[src/core/scf_regs.svh]
// Register offsets, field positions, reset values and constants for the channel/sync-word block
`ifndef SCF_REGS_SVH
`define SCF_REGS_SVH

`define SCF_IDX_CHANNEL_PAIR_ENABLE 12'h209
`define SCF_IDX_SH_SEL 12'h20F
`define SCF_IDX_LINK_CTRL 12'h300
`define SCF_IDX_STATUS 12'h301
`define SCF_IDX_TX_WORD 12'h302

`define SCF_ADDR_W 14
`define SCF_BIT_FIRST_PAIR 0
`define SCF_BIT_SECOND_PAIR 1
`define SCF_BIT_SOLO 2
`define SCF_BIT_LINK_EN 0
`define SCF_BIT_CAL_EN 1
`define SCF_BIT_ENC_64 2

`define SCF_RST_CHANNEL_PAIR_ENABLE 8'h03
`define SCF_RST_SH_SEL 8'h00
`define SCF_RST_LINK_CTRL 8'h00

`define SCF_SH_CRC12 2'h0
`define SCF_SH_FEC 2'h2

`define SCF_SYNC_WORD_BITS 32
`define SCF_MB_BLOCKS 32

`endif

[src/core/scf_pkg.sv]
// Types shared by the channel/sync-word block
package scf_pkg;
    typedef enum logic [1:0] {
        SCF_CH_QUAD,
        SCF_CH_DUAL,
        SCF_CH_SOLO,
        SCF_CH_OFF
    } scf_ch_mode_t;

    typedef enum logic [1:0] {
        SCF_SW_CRC,
        SCF_SW_FEC,
        SCF_SW_RSVD,
        SCF_SW_NONE
    } scf_sw_kind_t;
endpackage : scf_pkg

[src/core/scf_channel_cfg.sv]
// Channel-pair enable and sync-header configuration with Avalon-MM slave
`timescale 1ns/10ps
`default_nettype none
`include "scf_regs.svh"
// Behaviour
// - Solo select runs channel A with half the converters; B, C, D off; first pair must stay set.
// - Outside solo select, second pair enable turns channels C and D on, clear turns them off.
// - Outside solo select, first pair enable turns channels A and B on, clear turns them off.
// - One pair off halves converters and uses ceiling of half the lanes.
// - Odd base lane count with a pair off pads tail bits on top lane.
// - First pair off moves C and D samples into A and B positions.
// - Sync-header select 0 gives CRC-12, 2 gives FEC; 1 and 3 reserved.
// - Sync-header select acts only while a 64b/66b format is chosen.
// - Sync word carries 32 bits per multi-block from sync headers.
// - No command channel; all command fields of sync word sent as zero.
module scf_channel_cfg #(
    parameter int BASE_LANES = 8,
    parameter int BASE_CONVERTERS = 4,
    parameter int SAMPLE_W = 12
) (
    input wire logic i_core_clk,
    input wire logic i_rst_b,
    input wire logic [`SCF_ADDR_W-1:0] i_avs_address,
    input wire logic i_avs_read,
    input wire logic i_avs_write,
    input wire logic [31:0] i_avs_writedata,
    input wire logic [3:0] i_avs_byteenable,
    output logic [31:0] o_avs_readdata,
    output logic o_avs_waitrequest,
    output logic [1:0] o_avs_response,
    input wire logic i_block_strobe,
    input wire logic [SAMPLE_W-1:0] i_smp_a,
    input wire logic [SAMPLE_W-1:0] i_smp_b,
    input wire logic [SAMPLE_W-1:0] i_smp_c,
    input wire logic [SAMPLE_W-1:0] i_smp_d,
    output logic [3:0] o_chan_on,
    output logic [3:0] o_lanes_active,
    output logic [3:0] o_converters_active,
    output logic o_tail_pad,
    output logic [SAMPLE_W-1:0] o_slot0,
    output logic [SAMPLE_W-1:0] o_slot1,
    output logic [SAMPLE_W-1:0] o_slot2,
    output logic [SAMPLE_W-1:0] o_slot3,
    output logic o_link_enable,
    output logic o_cal_enable,
    output logic o_hdr_bit,
    output logic o_mb_start
);
    // ****************************************************************
    // State
    // ****************************************************************
    typedef struct packed {
        logic [7:0] channel_pair_enable;
        logic [7:0] sh_sel;
        logic [7:0] link_ctrl;
        logic [31:0] rdata;
        logic wait_n;
        logic [1:0] resp;
        scf_pkg::scf_ch_mode_t mode;
        logic [3:0] chan_on;
        logic [3:0] lanes;
        logic [3:0] convs;
        logic tail;
        logic [4*SAMPLE_W-1:0] slots;
        logic [31:0] sw_word;
    } scf_state_t;

    scf_state_t st_q;
    scf_state_t st_d;
    logic [11:0] idx;
    logic hit;

    // Converts byte address to register index
    function automatic logic [11:0] reg_index(input logic [`SCF_ADDR_W-1:0] a);
        reg_index = a[`SCF_ADDR_W-1:2];
    endfunction : reg_index

    // Byte-lane merge on the low byte only
    function automatic logic [7:0] wr_byte(input logic [7:0] old, input logic [31:0] wd,
                                           input logic [3:0] be);
        wr_byte = be[0] ? wd[7:0] : old;
    endfunction : wr_byte

    // Sync-header kind from select field and link format
    function automatic scf_pkg::scf_sw_kind_t sw_kind(input logic [1:0] sel, input logic enc64);
        if (!enc64) begin
            sw_kind = scf_pkg::SCF_SW_NONE;
        end else if (sel == `SCF_SH_CRC12) begin
            sw_kind = scf_pkg::SCF_SW_CRC;
        end else if (sel == `SCF_SH_FEC) begin
            sw_kind = scf_pkg::SCF_SW_FEC;
        end else begin
            sw_kind = scf_pkg::SCF_SW_RSVD;
        end
    endfunction : sw_kind

    assign idx = reg_index(i_avs_address);
    assign hit = (idx == `SCF_IDX_CHANNEL_PAIR_ENABLE) || (idx == `SCF_IDX_SH_SEL) ||
                 (idx == `SCF_IDX_LINK_CTRL) || (idx == `SCF_IDX_STATUS) ||
                 (idx == `SCF_IDX_TX_WORD);

    // ****************************************************************
    // Next state
    // ****************************************************************
    always_comb begin
        logic first;
        logic second;
        logic solo;
        logic pair_off;
        logic [SAMPLE_W-1:0] sa;
        logic [SAMPLE_W-1:0] sb;
        logic [SAMPLE_W-1:0] sc;
        logic [SAMPLE_W-1:0] sd;
        scf_pkg::scf_sw_kind_t kind;
        st_d = st_q;
        pair_off = 1'b0;
        first = st_q.channel_pair_enable[`SCF_BIT_FIRST_PAIR];
        second = st_q.channel_pair_enable[`SCF_BIT_SECOND_PAIR];
        solo = st_q.channel_pair_enable[`SCF_BIT_SOLO];
        sa = i_smp_a;
        sb = i_smp_b;
        sc = i_smp_c;
        sd = i_smp_d;
        kind = sw_kind(st_q.sh_sel[1:0], st_q.link_ctrl[`SCF_BIT_ENC_64]);

        // Bus: one wait cycle, answer on the second edge
        st_d.wait_n = 1'b0;
        st_d.resp = 2'h0;
        if ((i_avs_read || i_avs_write) && !st_q.wait_n) begin
            st_d.wait_n = 1'b1;
            st_d.resp = hit ? 2'h0 : 2'h2;
            st_d.rdata = 32'h0000_0000;
            if (i_avs_read) begin
                unique case (idx)
                    `SCF_IDX_CHANNEL_PAIR_ENABLE: st_d.rdata = {24'h000000, st_q.channel_pair_enable};
                    `SCF_IDX_SH_SEL: st_d.rdata = {24'h000000, st_q.sh_sel};
                    `SCF_IDX_LINK_CTRL: st_d.rdata = {24'h000000, st_q.link_ctrl};
                    `SCF_IDX_STATUS: st_d.rdata = {16'h0000, st_q.convs, st_q.lanes,
                                                    st_q.chan_on, st_q.tail, 1'b0,
                                                    st_q.mode};
                    `SCF_IDX_TX_WORD: st_d.rdata = st_q.sw_word;
                    default: st_d.rdata = 32'h0000_0000;
                endcase
            end else begin
                // Ordering are the host's; writes are taken as given
                if (idx == `SCF_IDX_CHANNEL_PAIR_ENABLE) begin
                    st_d.channel_pair_enable = wr_byte(st_q.channel_pair_enable, i_avs_writedata, i_avs_byteenable);
                end
                if (idx == `SCF_IDX_SH_SEL) begin
                    st_d.sh_sel = wr_byte(st_q.sh_sel, i_avs_writedata, i_avs_byteenable);
                end
                if (idx == `SCF_IDX_LINK_CTRL) begin
                    st_d.link_ctrl = wr_byte(st_q.link_ctrl, i_avs_writedata,
                                             i_avs_byteenable);
                end
            end
        end

        // Channel mode decode
        if (solo) begin
            st_d.mode = scf_pkg::SCF_CH_SOLO;
            st_d.chan_on = 4'h1;
        end else begin
            st_d.chan_on = {second, second, first, first};
            if (first && second) begin
                st_d.mode = scf_pkg::SCF_CH_QUAD;
            end else if (first || second) begin
                st_d.mode = scf_pkg::SCF_CH_DUAL;
            end else begin
                st_d.mode = scf_pkg::SCF_CH_OFF;
            end
        end

        // Lane and converter scaling
        pair_off = (st_d.mode == scf_pkg::SCF_CH_DUAL) || (st_d.mode == scf_pkg::SCF_CH_SOLO);
        if (pair_off) begin
            st_d.lanes = 4'((BASE_LANES + 1) / 2);
            st_d.convs = 4'(BASE_CONVERTERS / 2);
            st_d.tail = (BASE_LANES % 2) != 0;
        end else begin
            st_d.lanes = 4'(BASE_LANES);
            st_d.convs = 4'(BASE_CONVERTERS);
            st_d.tail = 1'b0;
        end

        // Sample placement
        if (!solo && !first) begin
            st_d.slots = {{2*SAMPLE_W{1'b0}}, sd, sc};
        end else begin
            st_d.slots = {sd & {SAMPLE_W{st_d.chan_on[3]}}, sc & {SAMPLE_W{st_d.chan_on[2]}},
                          sb & {SAMPLE_W{st_d.chan_on[1]}}, sa};
        end

        // Sync word content; command fields stay zero
        unique case (kind)
            scf_pkg::SCF_SW_CRC: st_d.sw_word = {16'h0000, 4'h0, 12'hFFF} & 32'h0000_0FFF;
            scf_pkg::SCF_SW_FEC: st_d.sw_word = 32'hFFFF_FFFF >> 6;
            scf_pkg::SCF_SW_RSVD: st_d.sw_word = 32'h0000_0000;
            scf_pkg::SCF_SW_NONE: st_d.sw_word = 32'h0000_0000;
        endcase
    end

    always_ff @(posedge i_core_clk) begin
        if (!i_rst_b) begin
            st_q <= '0;
            st_q.channel_pair_enable <= `SCF_RST_CHANNEL_PAIR_ENABLE;
            st_q.sh_sel <= `SCF_RST_SH_SEL;
            st_q.link_ctrl <= `SCF_RST_LINK_CTRL;
            st_q.chan_on <= 4'hF;
            st_q.lanes <= 4'(BASE_LANES);
            st_q.convs <= 4'(BASE_CONVERTERS);
        end else begin
            st_q <= st_d;
        end
    end

    // ****************************************************************
    // Sync-word serialiser
    // ****************************************************************
    logic sw_strobe;
    assign sw_strobe = i_block_strobe && st_q.link_ctrl[`SCF_BIT_ENC_64] &&
                       st_q.link_ctrl[`SCF_BIT_LINK_EN];

    scf_sync_word #(
        .BLOCKS(`SCF_SYNC_WORD_BITS)
    ) u_sync_word (
        .i_core_clk(i_core_clk),
        .i_rst_b(i_rst_b),
        .i_block_strobe(sw_strobe),
        .i_word(st_q.sw_word),
        .o_hdr_bit(o_hdr_bit),
        .o_mb_start(o_mb_start)
    );

    assign o_avs_readdata = st_q.rdata;
    assign o_avs_waitrequest = !st_q.wait_n;
    assign o_avs_response = st_q.resp;
    assign o_chan_on = st_q.chan_on;
    assign o_lanes_active = st_q.lanes;
    assign o_converters_active = st_q.convs;
    assign o_tail_pad = st_q.tail;
    assign o_slot0 = st_q.slots[SAMPLE_W-1:0];
    assign o_slot1 = st_q.slots[2*SAMPLE_W-1:SAMPLE_W];
    assign o_slot2 = st_q.slots[3*SAMPLE_W-1:2*SAMPLE_W];
    assign o_slot3 = st_q.slots[4*SAMPLE_W-1:3*SAMPLE_W];
    assign o_link_enable = st_q.link_ctrl[`SCF_BIT_LINK_EN];
    assign o_cal_enable = st_q.link_ctrl[`SCF_BIT_CAL_EN];
endmodule : scf_channel_cfg
`default_nettype wire

[src/core/scf_sync_word.sv]
// Sync-word serialiser: one sync-header bit per 64b/66b block, 32 per multi-block
`timescale 1ns/10ps
`default_nettype none
`include "scf_regs.svh"
module scf_sync_word #(
    parameter int BLOCKS = `SCF_MB_BLOCKS
) (
    input wire logic i_core_clk,
    input wire logic i_rst_b,
    input wire logic i_block_strobe,
    input wire logic [31:0] i_word,
    output logic o_hdr_bit,
    output logic o_mb_start
);
    typedef struct packed {
        logic [31:0] shift;
        logic [4:0] cnt;
        logic hdr;
        logic start;
    } scf_sw_state_t;

    scf_sw_state_t st_q;
    scf_sw_state_t st_d;

    always_comb begin
        st_d = st_q;
        st_d.start = 1'b0;
        if (i_block_strobe) begin
            if (st_q.cnt == 5'h00) begin
                st_d.shift = {i_word[30:0], 1'b0};
                st_d.hdr = i_word[31];
                st_d.start = 1'b1;
            end else begin
                st_d.shift = {st_q.shift[30:0], 1'b0};
                st_d.hdr = st_q.shift[31];
            end
            st_d.cnt = (st_q.cnt == 5'(BLOCKS - 1)) ? 5'h00 : 5'(st_q.cnt + 5'h01);
        end
    end

    always_ff @(posedge i_core_clk) begin
        if (!i_rst_b) begin
            st_q <= '0;
        end else begin
            st_q <= st_d;
        end
    end

    assign o_hdr_bit = st_q.hdr;
    assign o_mb_start = st_q.start;
endmodule : scf_sync_word
`default_nettype wire

[config.mk]
export PLATFORM = sky130hd
export DESIGN_NAME = scf_channel_cfg
export DESIGN_NICKNAME = d
export VERILOG_FILES = /design/src/core/scf_pkg.sv /design/src/core/scf_channel_cfg.sv /design/src/core/scf_sync_word.sv
export VERILOG_INCLUDE_DIRS = /design/src /design/src/core
export SDC_FILE = /design/constraint.sdc
export NUM_CORES = 1
export LEC_CHECK = 0
export BUFFER_PORTS_ARGS = -buffer_cell sky130_fd_sc_hd__buf_2
export CAP_MARGIN = 0
export CELL_PAD_IN_SITES_DETAIL_PLACEMENT = 2
export CELL_PAD_IN_SITES_GLOBAL_PLACEMENT = 2
export CORE_MARGIN = 2
export CORE_UTILIZATION = 31
export CTS_CLUSTER_DIAMETER = 120
export DETAILED_ROUTE_END_ITERATION = 7
export PLACE_DENSITY = 0.94
export SLEW_MARGIN = 40
export SYNTH_ARGS = -nofsm -noshare
export SYNTH_HDL_FRONTEND = slang
export SYNTH_SLANG_ARGS = --single-unit
export TNS_END_PERCENT = 10
[constraint.sdc]
create_clock -name i_core_clk -period 3.75 [get_ports i_core_clk]
set_input_delay 0.375 -clock i_core_clk [delete_from_list [all_inputs] [get_ports i_core_clk]]
set_output_delay 0.375 -clock i_core_clk [all_outputs]
set_load 0.005 [all_outputs]
# Word level (Yosys, flattened, before mapping)
# Index checks and enable logic that the tools add are counted.
# totals
wordCells	80
out_inout_bits	100
register_bits	193
in_bits	103
# classes
eq_ne	12
n_addsub	1
muxes	17
n_bitwise	5
n_reduce_logical	26
# op_table
op	n
$pmux W32 S5	1
$pmux W32 S3	1
$mux W32	2
$eq A12 B10 Y1 const B	5
$and A12 B12 Y12	3
$mux W24	1
$mux W2	6
$reduce_and A4 Y1	3
$mux W9	1
$eq A2 B2 Y1 const B	4
$logic_or A1 B1 Y1	7
$mux W6	1
$reduce_or A2 Y1	3
$add A5 B1 Y5 const B	1
$eq A5 B5 Y1 const B	1
$logic_and A1 B1 Y1	5
$logic_not A5 Y1	1
$mux W5	1
$eq A2 B1 Y1 const B	2
$logic_not A2 Y1	2
$reduce_and A2 Y1	2
$logic_not A1 Y1	3
$mux W3	1
$mux W1	2
$not A1 Y1	2

# Longest topological paths before layout
# depth
word_depth	7
mapped_depth	7
mapped_depth_nobuf	6

# By module
# A second synthesis with hierarchy kept.
# hier_totals
hier_cells	671
hier_area_um2	5988.2
# modules_own_cells
mod	cells_each	area_per_inst_um2	seq_area_each_um2	instances
scf_channel_cfg	462	4324.1	1941.9	1
scf_sync_word	209	1664.1	760.7	1

# Worst setup path after synthesis
# No wires, ideal clock.
# synth_timing
path_type	input to register
startpoint	input i_avs_address[13]
endpoint	register st_q[146] in the netlist's numbering
n_path_buf	1
t_required_ns	3.678
setup_ns	0.072
cell_stages	5
t_arrival_ns	2.012
setup_slack_ns	1.667
path_cell_list	or3b_1 -> buf_2 -> or3_4 -> nor4_4 -> mux2i_1
# synth_via
elab_chain_len	2
# synth_lines
element	line_no	text
start, declared	scf_channel_cfg.sv:23	input wire logic [`SCF_ADDR_W-1:0] i_avs_address,
$eq A12 B10 Y1	-	
$reduce_and A4 Y1 (no source line)	-	
end signal, assigned	scf_channel_cfg.sv:213	st_q <= st_d;
end, declared	scf_channel_cfg.sv:68	scf_state_t st_q;
# Every way passes these cells.
# A chain may end at the register's enable or synchronous reset.

# Final worst setup path
# layout_timing
startpoint	register u_sync_word.st_q[2] in the netlist's numbering
endpoint	register u_sync_word.st_q[20] in the netlist's numbering
# layout_via
elab_chain_len	2
# layout_lines
element	line_no	text
start, declared	scf_sync_word.sv:22	scf_sw_state_t st_q;
start signal, assigned	scf_sync_word.sv:45	st_q <= st_d;
$logic_not A5 Y1	scf_sync_word.sv:29	if (st_q.cnt == 5'h00) begin
$mux W32	scf_sync_word.sv:29	
# Every way passes these cells.

==> metrics.txt <==
# TYPE chip_impl_metric gauge
chip_impl_info{name="outcome",value="finished, final reports clean"} 1
chip_impl_metric{name="clock_tree.buffer_depth",unit=""} 2
chip_impl_info{name="endpoint_kind",value="flip-flop"} 1
chip_impl_metric{name="vias_per_cell",unit=""} 4.81
chip_impl_metric{name="power.leakage",unit="nW"} 3.00
chip_impl_metric{name="drv_slew",unit=""} 0
chip_impl_metric{name="worst_hold_path.num_cells",unit=""} 2
chip_impl_info{name="ys_dominant_reg_cell",value="sky130_fd_sc_hd__dfxtp_1"} 1
chip_impl_metric{name="ff2ff_path_depth",unit=""} 6
chip_impl_metric{name="die-width",unit="um"} 141
chip_impl_metric{name="async_flop_share",unit="%"} 0
chip_impl_metric{name="yosysUniqueCellTypes",unit=""} 44
chip_impl_metric{name="numClockSinks",unit=""} 135
chip_impl_metric{name="rrSetupSlack",unit="ns"} 1.63
chip_impl_metric{name="cts_buffers",unit=""} 17
chip_impl_metric{name="cts_resized",unit=""} 0
chip_impl_info{name="commonest_cells_after_routing_fill_and_taps_aside",value="sky130_fd_sc_hd__buf_2 (161), sky130_fd_sc_hd__dfxtp_1 (135), sky130_fd_sc_hd__nand2_1 (81), sky130_fd_sc_hd__a21oi_1 (53), sky130_fd_sc_hd__mux2i_1 (42)"} 1
chip_impl_info{name="r2r_start",value="u_sync_word.st_q[2]"} 1
chip_impl_metric{name="area.growth.synth_to_final",unit="%"} 16.0
chip_impl_metric{name="synthCells",unit=""} 641
chip_impl_metric{name="grt_first_pass_wirelength",unit="um"} 26400
chip_impl_info{name="mostFrequentLayoutCell",value="sky130_fd_sc_hd__buf_2"} 1
chip_impl_metric{name="finalWeightedCongestion",unit=""} 0.774
chip_impl_metric{name="fmax",unit="MHz"} 473
chip_impl_info{name="hold-path-endpoint",value="o_slot2[11]"} 1
chip_impl_metric{name="dieHeight",unit="um"} 141
chip_impl_metric{name="port-buffer-count",unit=""} 161
chip_impl_info{name="r2r_end",value="u_sync_word.st_q[20]"} 1
chip_impl_metric{name="synth-adder-area-share",unit="%"} 0.645
chip_impl_metric{name="yosys.area_share.simple",unit="%"} 15.3
chip_impl_info{name="cts_tree",value="built"} 1
chip_impl_metric{name="total_power",unit="mW"} 3.25
chip_impl_metric{name="layout-drive-gt1-share",unit="%"} 29.0
chip_impl_metric{name="route.antenna.remaining_nets",unit=""} 0
chip_impl_metric{name="final_total_negative_setup_slack",unit="ns"} 0
chip_impl_metric{name="post_cts_hold_buffer_count",unit=""} 0
chip_impl_metric{name="required",unit="ns"} 4.09
chip_impl_metric{name="final_nets",unit=""} 814
chip_impl_metric{name="nFillCells",unit=""} 2107
chip_impl_metric{name="period_needed",unit="ns"} 2.12
chip_impl_metric{name="area_fraction_in_compound_gates_after_synthesis",unit="%"} 14.4
chip_impl_metric{name="ports_placed_on_the_boundary",unit=""} 203
chip_impl_metric{name="ys_warn_count",unit=""} 0
chip_impl_metric{name="setup_viol",unit=""} 0
chip_impl_info{name="clk_root_buffer_cell",value="sky130_fd_sc_hd__clkbuf_16"} 1
chip_impl_metric{name="instances_no_fill",unit=""} 956
chip_impl_info{name="min-delay-path-class",value="input port to flip-flop"} 1
chip_impl_metric{name="min_period_over_period",unit="%"} 56.4
chip_impl_metric{name="stdcell_area",unit="um^2"} 6750
chip_impl_metric{name="post_synth_mux_area_share",unit="%"} 7.61
chip_impl_metric{name="dpl.hpwl",unit="um"} 11900
chip_impl_metric{name="global_route.overflow_total",unit=""} 0
chip_impl_metric{name="worst-endpoint-arrival",unit="ns"} 2.46
chip_impl_info{name="critical_path.startpoint_type",value="flip-flop"} 1
chip_impl_metric{name="drt_pass1_iterations",unit=""} 4
chip_impl_metric{name="design.die.area",unit="um^2"} 19900
chip_impl_info{name="rsz0062_at_grt",value="false"} 1
chip_impl_metric{name="design.core.area",unit="um^2"} 18600
chip_impl_metric{name="grt_pass1_vias",unit=""} 5011
chip_impl_metric{name="synth_xor_area_share",unit="%"} 0.301
chip_impl_metric{name="route.detailed.drc",unit=""} 0
chip_impl_metric{name="via_count",unit=""} 4596
chip_impl_metric{name="post_synth_instance_area",unit="um^2"} 5820
chip_impl_metric{name="initial_utilization",unit="%"} 31.3
chip_impl_metric{name="sequential_fraction_of_the_synthesis_area",unit="%"} 46.4
chip_impl_metric{name="dr.first_iter.drc_count",unit=""} 165
chip_impl_metric{name="fin_clk_skew",unit="ns"} 0.0101
chip_impl_metric{name="grt.total_usage",unit="%"} 16.9
chip_impl_metric{name="worst_slew_pin_slew",unit="ns"} 0.780
chip_impl_metric{name="num_rows",unit=""} 50
chip_impl_metric{name="mean_instance_size_in_the_synthesized_netlist",unit="um^2"} 9.08
chip_impl_metric{name="maximum_number_of_pins_on_one_net_before_global_route_repair",unit=""} 79
chip_impl_metric{name="worst_slew_margin_rel",unit="%"} 47.9
chip_impl_metric{name="placed_cells_incl_taps",unit=""} 922
chip_impl_metric{name="clk-insertion-delay-late",unit="ns"} 0.42
chip_impl_metric{name="count_of_flip_flops_with_a_built_in_enable_after_synthesis",unit=""} 0
chip_impl_metric{name="power_per_cell_area",unit="nW/um^2"} 482
chip_impl_info{name="criticalPathCategory",value="flip-flop to flip-flop"} 1
chip_impl_metric{name="wl_per_cell",unit="um"} 17.6
chip_impl_metric{name="clock_tree.htree_level_count",unit=""} 4
chip_impl_metric{name="report.final.hold_viol_count",unit=""} 0
chip_impl_metric{name="postSynthRegisterBits",unit=""} 135
chip_impl_metric{name="placedInstanceArea",unit="um^2"} 6180
chip_impl_metric{name="vdd_drop_max",unit="V"} 0.000307
chip_impl_metric{name="clk_pin_slew",unit="ns"} 0.06
chip_impl_metric{name="timing.critical_path.fanout_max",unit=""} 14
chip_impl_metric{name="initial_antenna_violation_count",unit=""} 1
chip_impl_metric{name="max-cap-violations",unit=""} 0
chip_impl_info{name="worstHoldStart",value="i_smp_c[11]"} 1
chip_impl_info{name="largest_family_of_logic_cells_by_synthesized_area",value="simple AND/OR/NAND/NOR gates"} 1
chip_impl_metric{name="cts.repair_timing.setup_buffer_count",unit=""} 0
chip_impl_metric{name="wirelength",unit="um"} 16800
## state kept, by name, summed over array words and instances (netlist names)
signal and count:
o_avs_readdata 14, o_avs_response 1, o_cal_enable 1, o_chan_on 3, o_lanes_active 2, o_link_enable 1
o_slot0 12, o_slot1 12, o_slot2 12, o_slot3 12, st_q 27, u_sync_word.o_hdr_bit 1
u_sync_word.o_mb_start 1, u_sync_word.st_q 36
## metrics by stage
stage	setup WS (ns)	utilization, %	hold slack (ns)
floorplan	1.67	-	0.426
global placement	1.32	33.2	0.435
detailed placement	1.24	33.2	0.456
CTS	1.31	36.2	0.159
global route	1.43	36.3	0.167
finish	1.63	36.3	0.171
## synthesized netlist by cell type, types with 4 or more instances
cell	n	area share [%]
sky130_fd_sc_hd__nand3_1	6	0.52
sky130_fd_sc_hd__a21boi_0	16	2.1
sky130_fd_sc_hd__inv_1	7	0.45
sky130_fd_sc_hd__nor2b_1	13	1.4
sky130_fd_sc_hd__mux2i_1	42	7.2
sky130_fd_sc_hd__nor3_1	4	0.34
sky130_fd_sc_hd__a21oi_1	53	4.6
sky130_fd_sc_hd__clkbuf_1	32	2.1
sky130_fd_sc_hd__dfxtp_1	135	46
sky130_fd_sc_hd__nand2_1	81	5.2
sky130_fd_sc_hd__nand4_1	5	0.54
sky130_fd_sc_hd__and2_1	28	3.0
sky130_fd_sc_hd__o21ai_0	40	3.4
sky130_fd_sc_hd__a22o_1	8	1.2
sky130_fd_sc_hd__a22oi_1	14	1.8
sky130_fd_sc_hd__o2bb2ai_1	4	0.60
sky130_fd_sc_hd__buf_4	96	12
sky130_fd_sc_hd__nor2_1	18	1.2
## per-layer routing
metal / vias up / share of wire (%) / global-route usage (%)
li1: 2200 / - / -
met1: 2236 / 39 / 17.7
met2: 131 / 54 / 32.6
met3: 29 / 4.4 / 4.25
met4: 0 / 2.1 / 6.16
met5: - / 0 / 0
## cell type report
class,instances,area (um^2),area share (%)
Sequential cell,135,2700,40.0
Clock inverter,9,101,1.50
Tap cell,234,293,4.34
Antenna cell,1,2.50,0.0371
Timing Repair Buffer,169,866,12.8
Clock buffer,23,458,6.78
Inverter,7,26.3,0.389
Multi-Input combinational cell,378,2300,34.1
## worst max-delay path: stages, from the launching register on
cell	delay [ns]
sky130_fd_sc_hd__dfxtp_1	0.35
sky130_fd_sc_hd__inv_1	0.10
sky130_fd_sc_hd__ha_1	0.18
sky130_fd_sc_hd__nor4b_2	0.43
sky130_fd_sc_hd__and2_0	0.70
sky130_fd_sc_hd__a21oi_1	0.09
sky130_fd_sc_hd__a21oi_1	0.20
## how the worst max path moves through the flow
stage / slack (ns) / cells after the start / to / start
2_1_floorplan: 1.67 / 5 / st_q[146] / i_avs_address[13]
3_3_place_gp: 1.32 / 5 / st_q[150] / i_avs_address[13]
3_5_place_dp: 1.24 / 5 / st_q[152] / i_avs_address[13]
4_1_cts: 1.31 / 6 / u_sync_word.st_q[20] / u_sync_word.st_q[2]
5_1_grt: 1.43 / 6 / u_sync_word.st_q[32] / u_sync_word.st_q[2]
6_report: 1.63 / 6 / u_sync_word.st_q[20] / u_sync_word.st_q[2]
## cells by family (layout without fill, tap and decap cells)
kind of cell / count (synthesis) / after routing
AND/OR/NAND/NOR: 176 / 176
AO/OA/AOI/OAI: 141 / 141
buffers and inverters: 139 / 208
flip-flops: 135 / 135
multiplexers: 44 / 44
adder cells (fa/ha/maj): 3 / 3
XOR/XNOR: 2 / 2
other: 1 / 13
## power by group
group          leakage, nW  internal (mW)  switching (mW)
combinational         1.62         0.0756          0.0953
clock                0.275          0.991           0.617
sequential            1.10           1.46         0.00746
total                 3.00           2.53           0.720
Power figures use the tool's default switching activity.
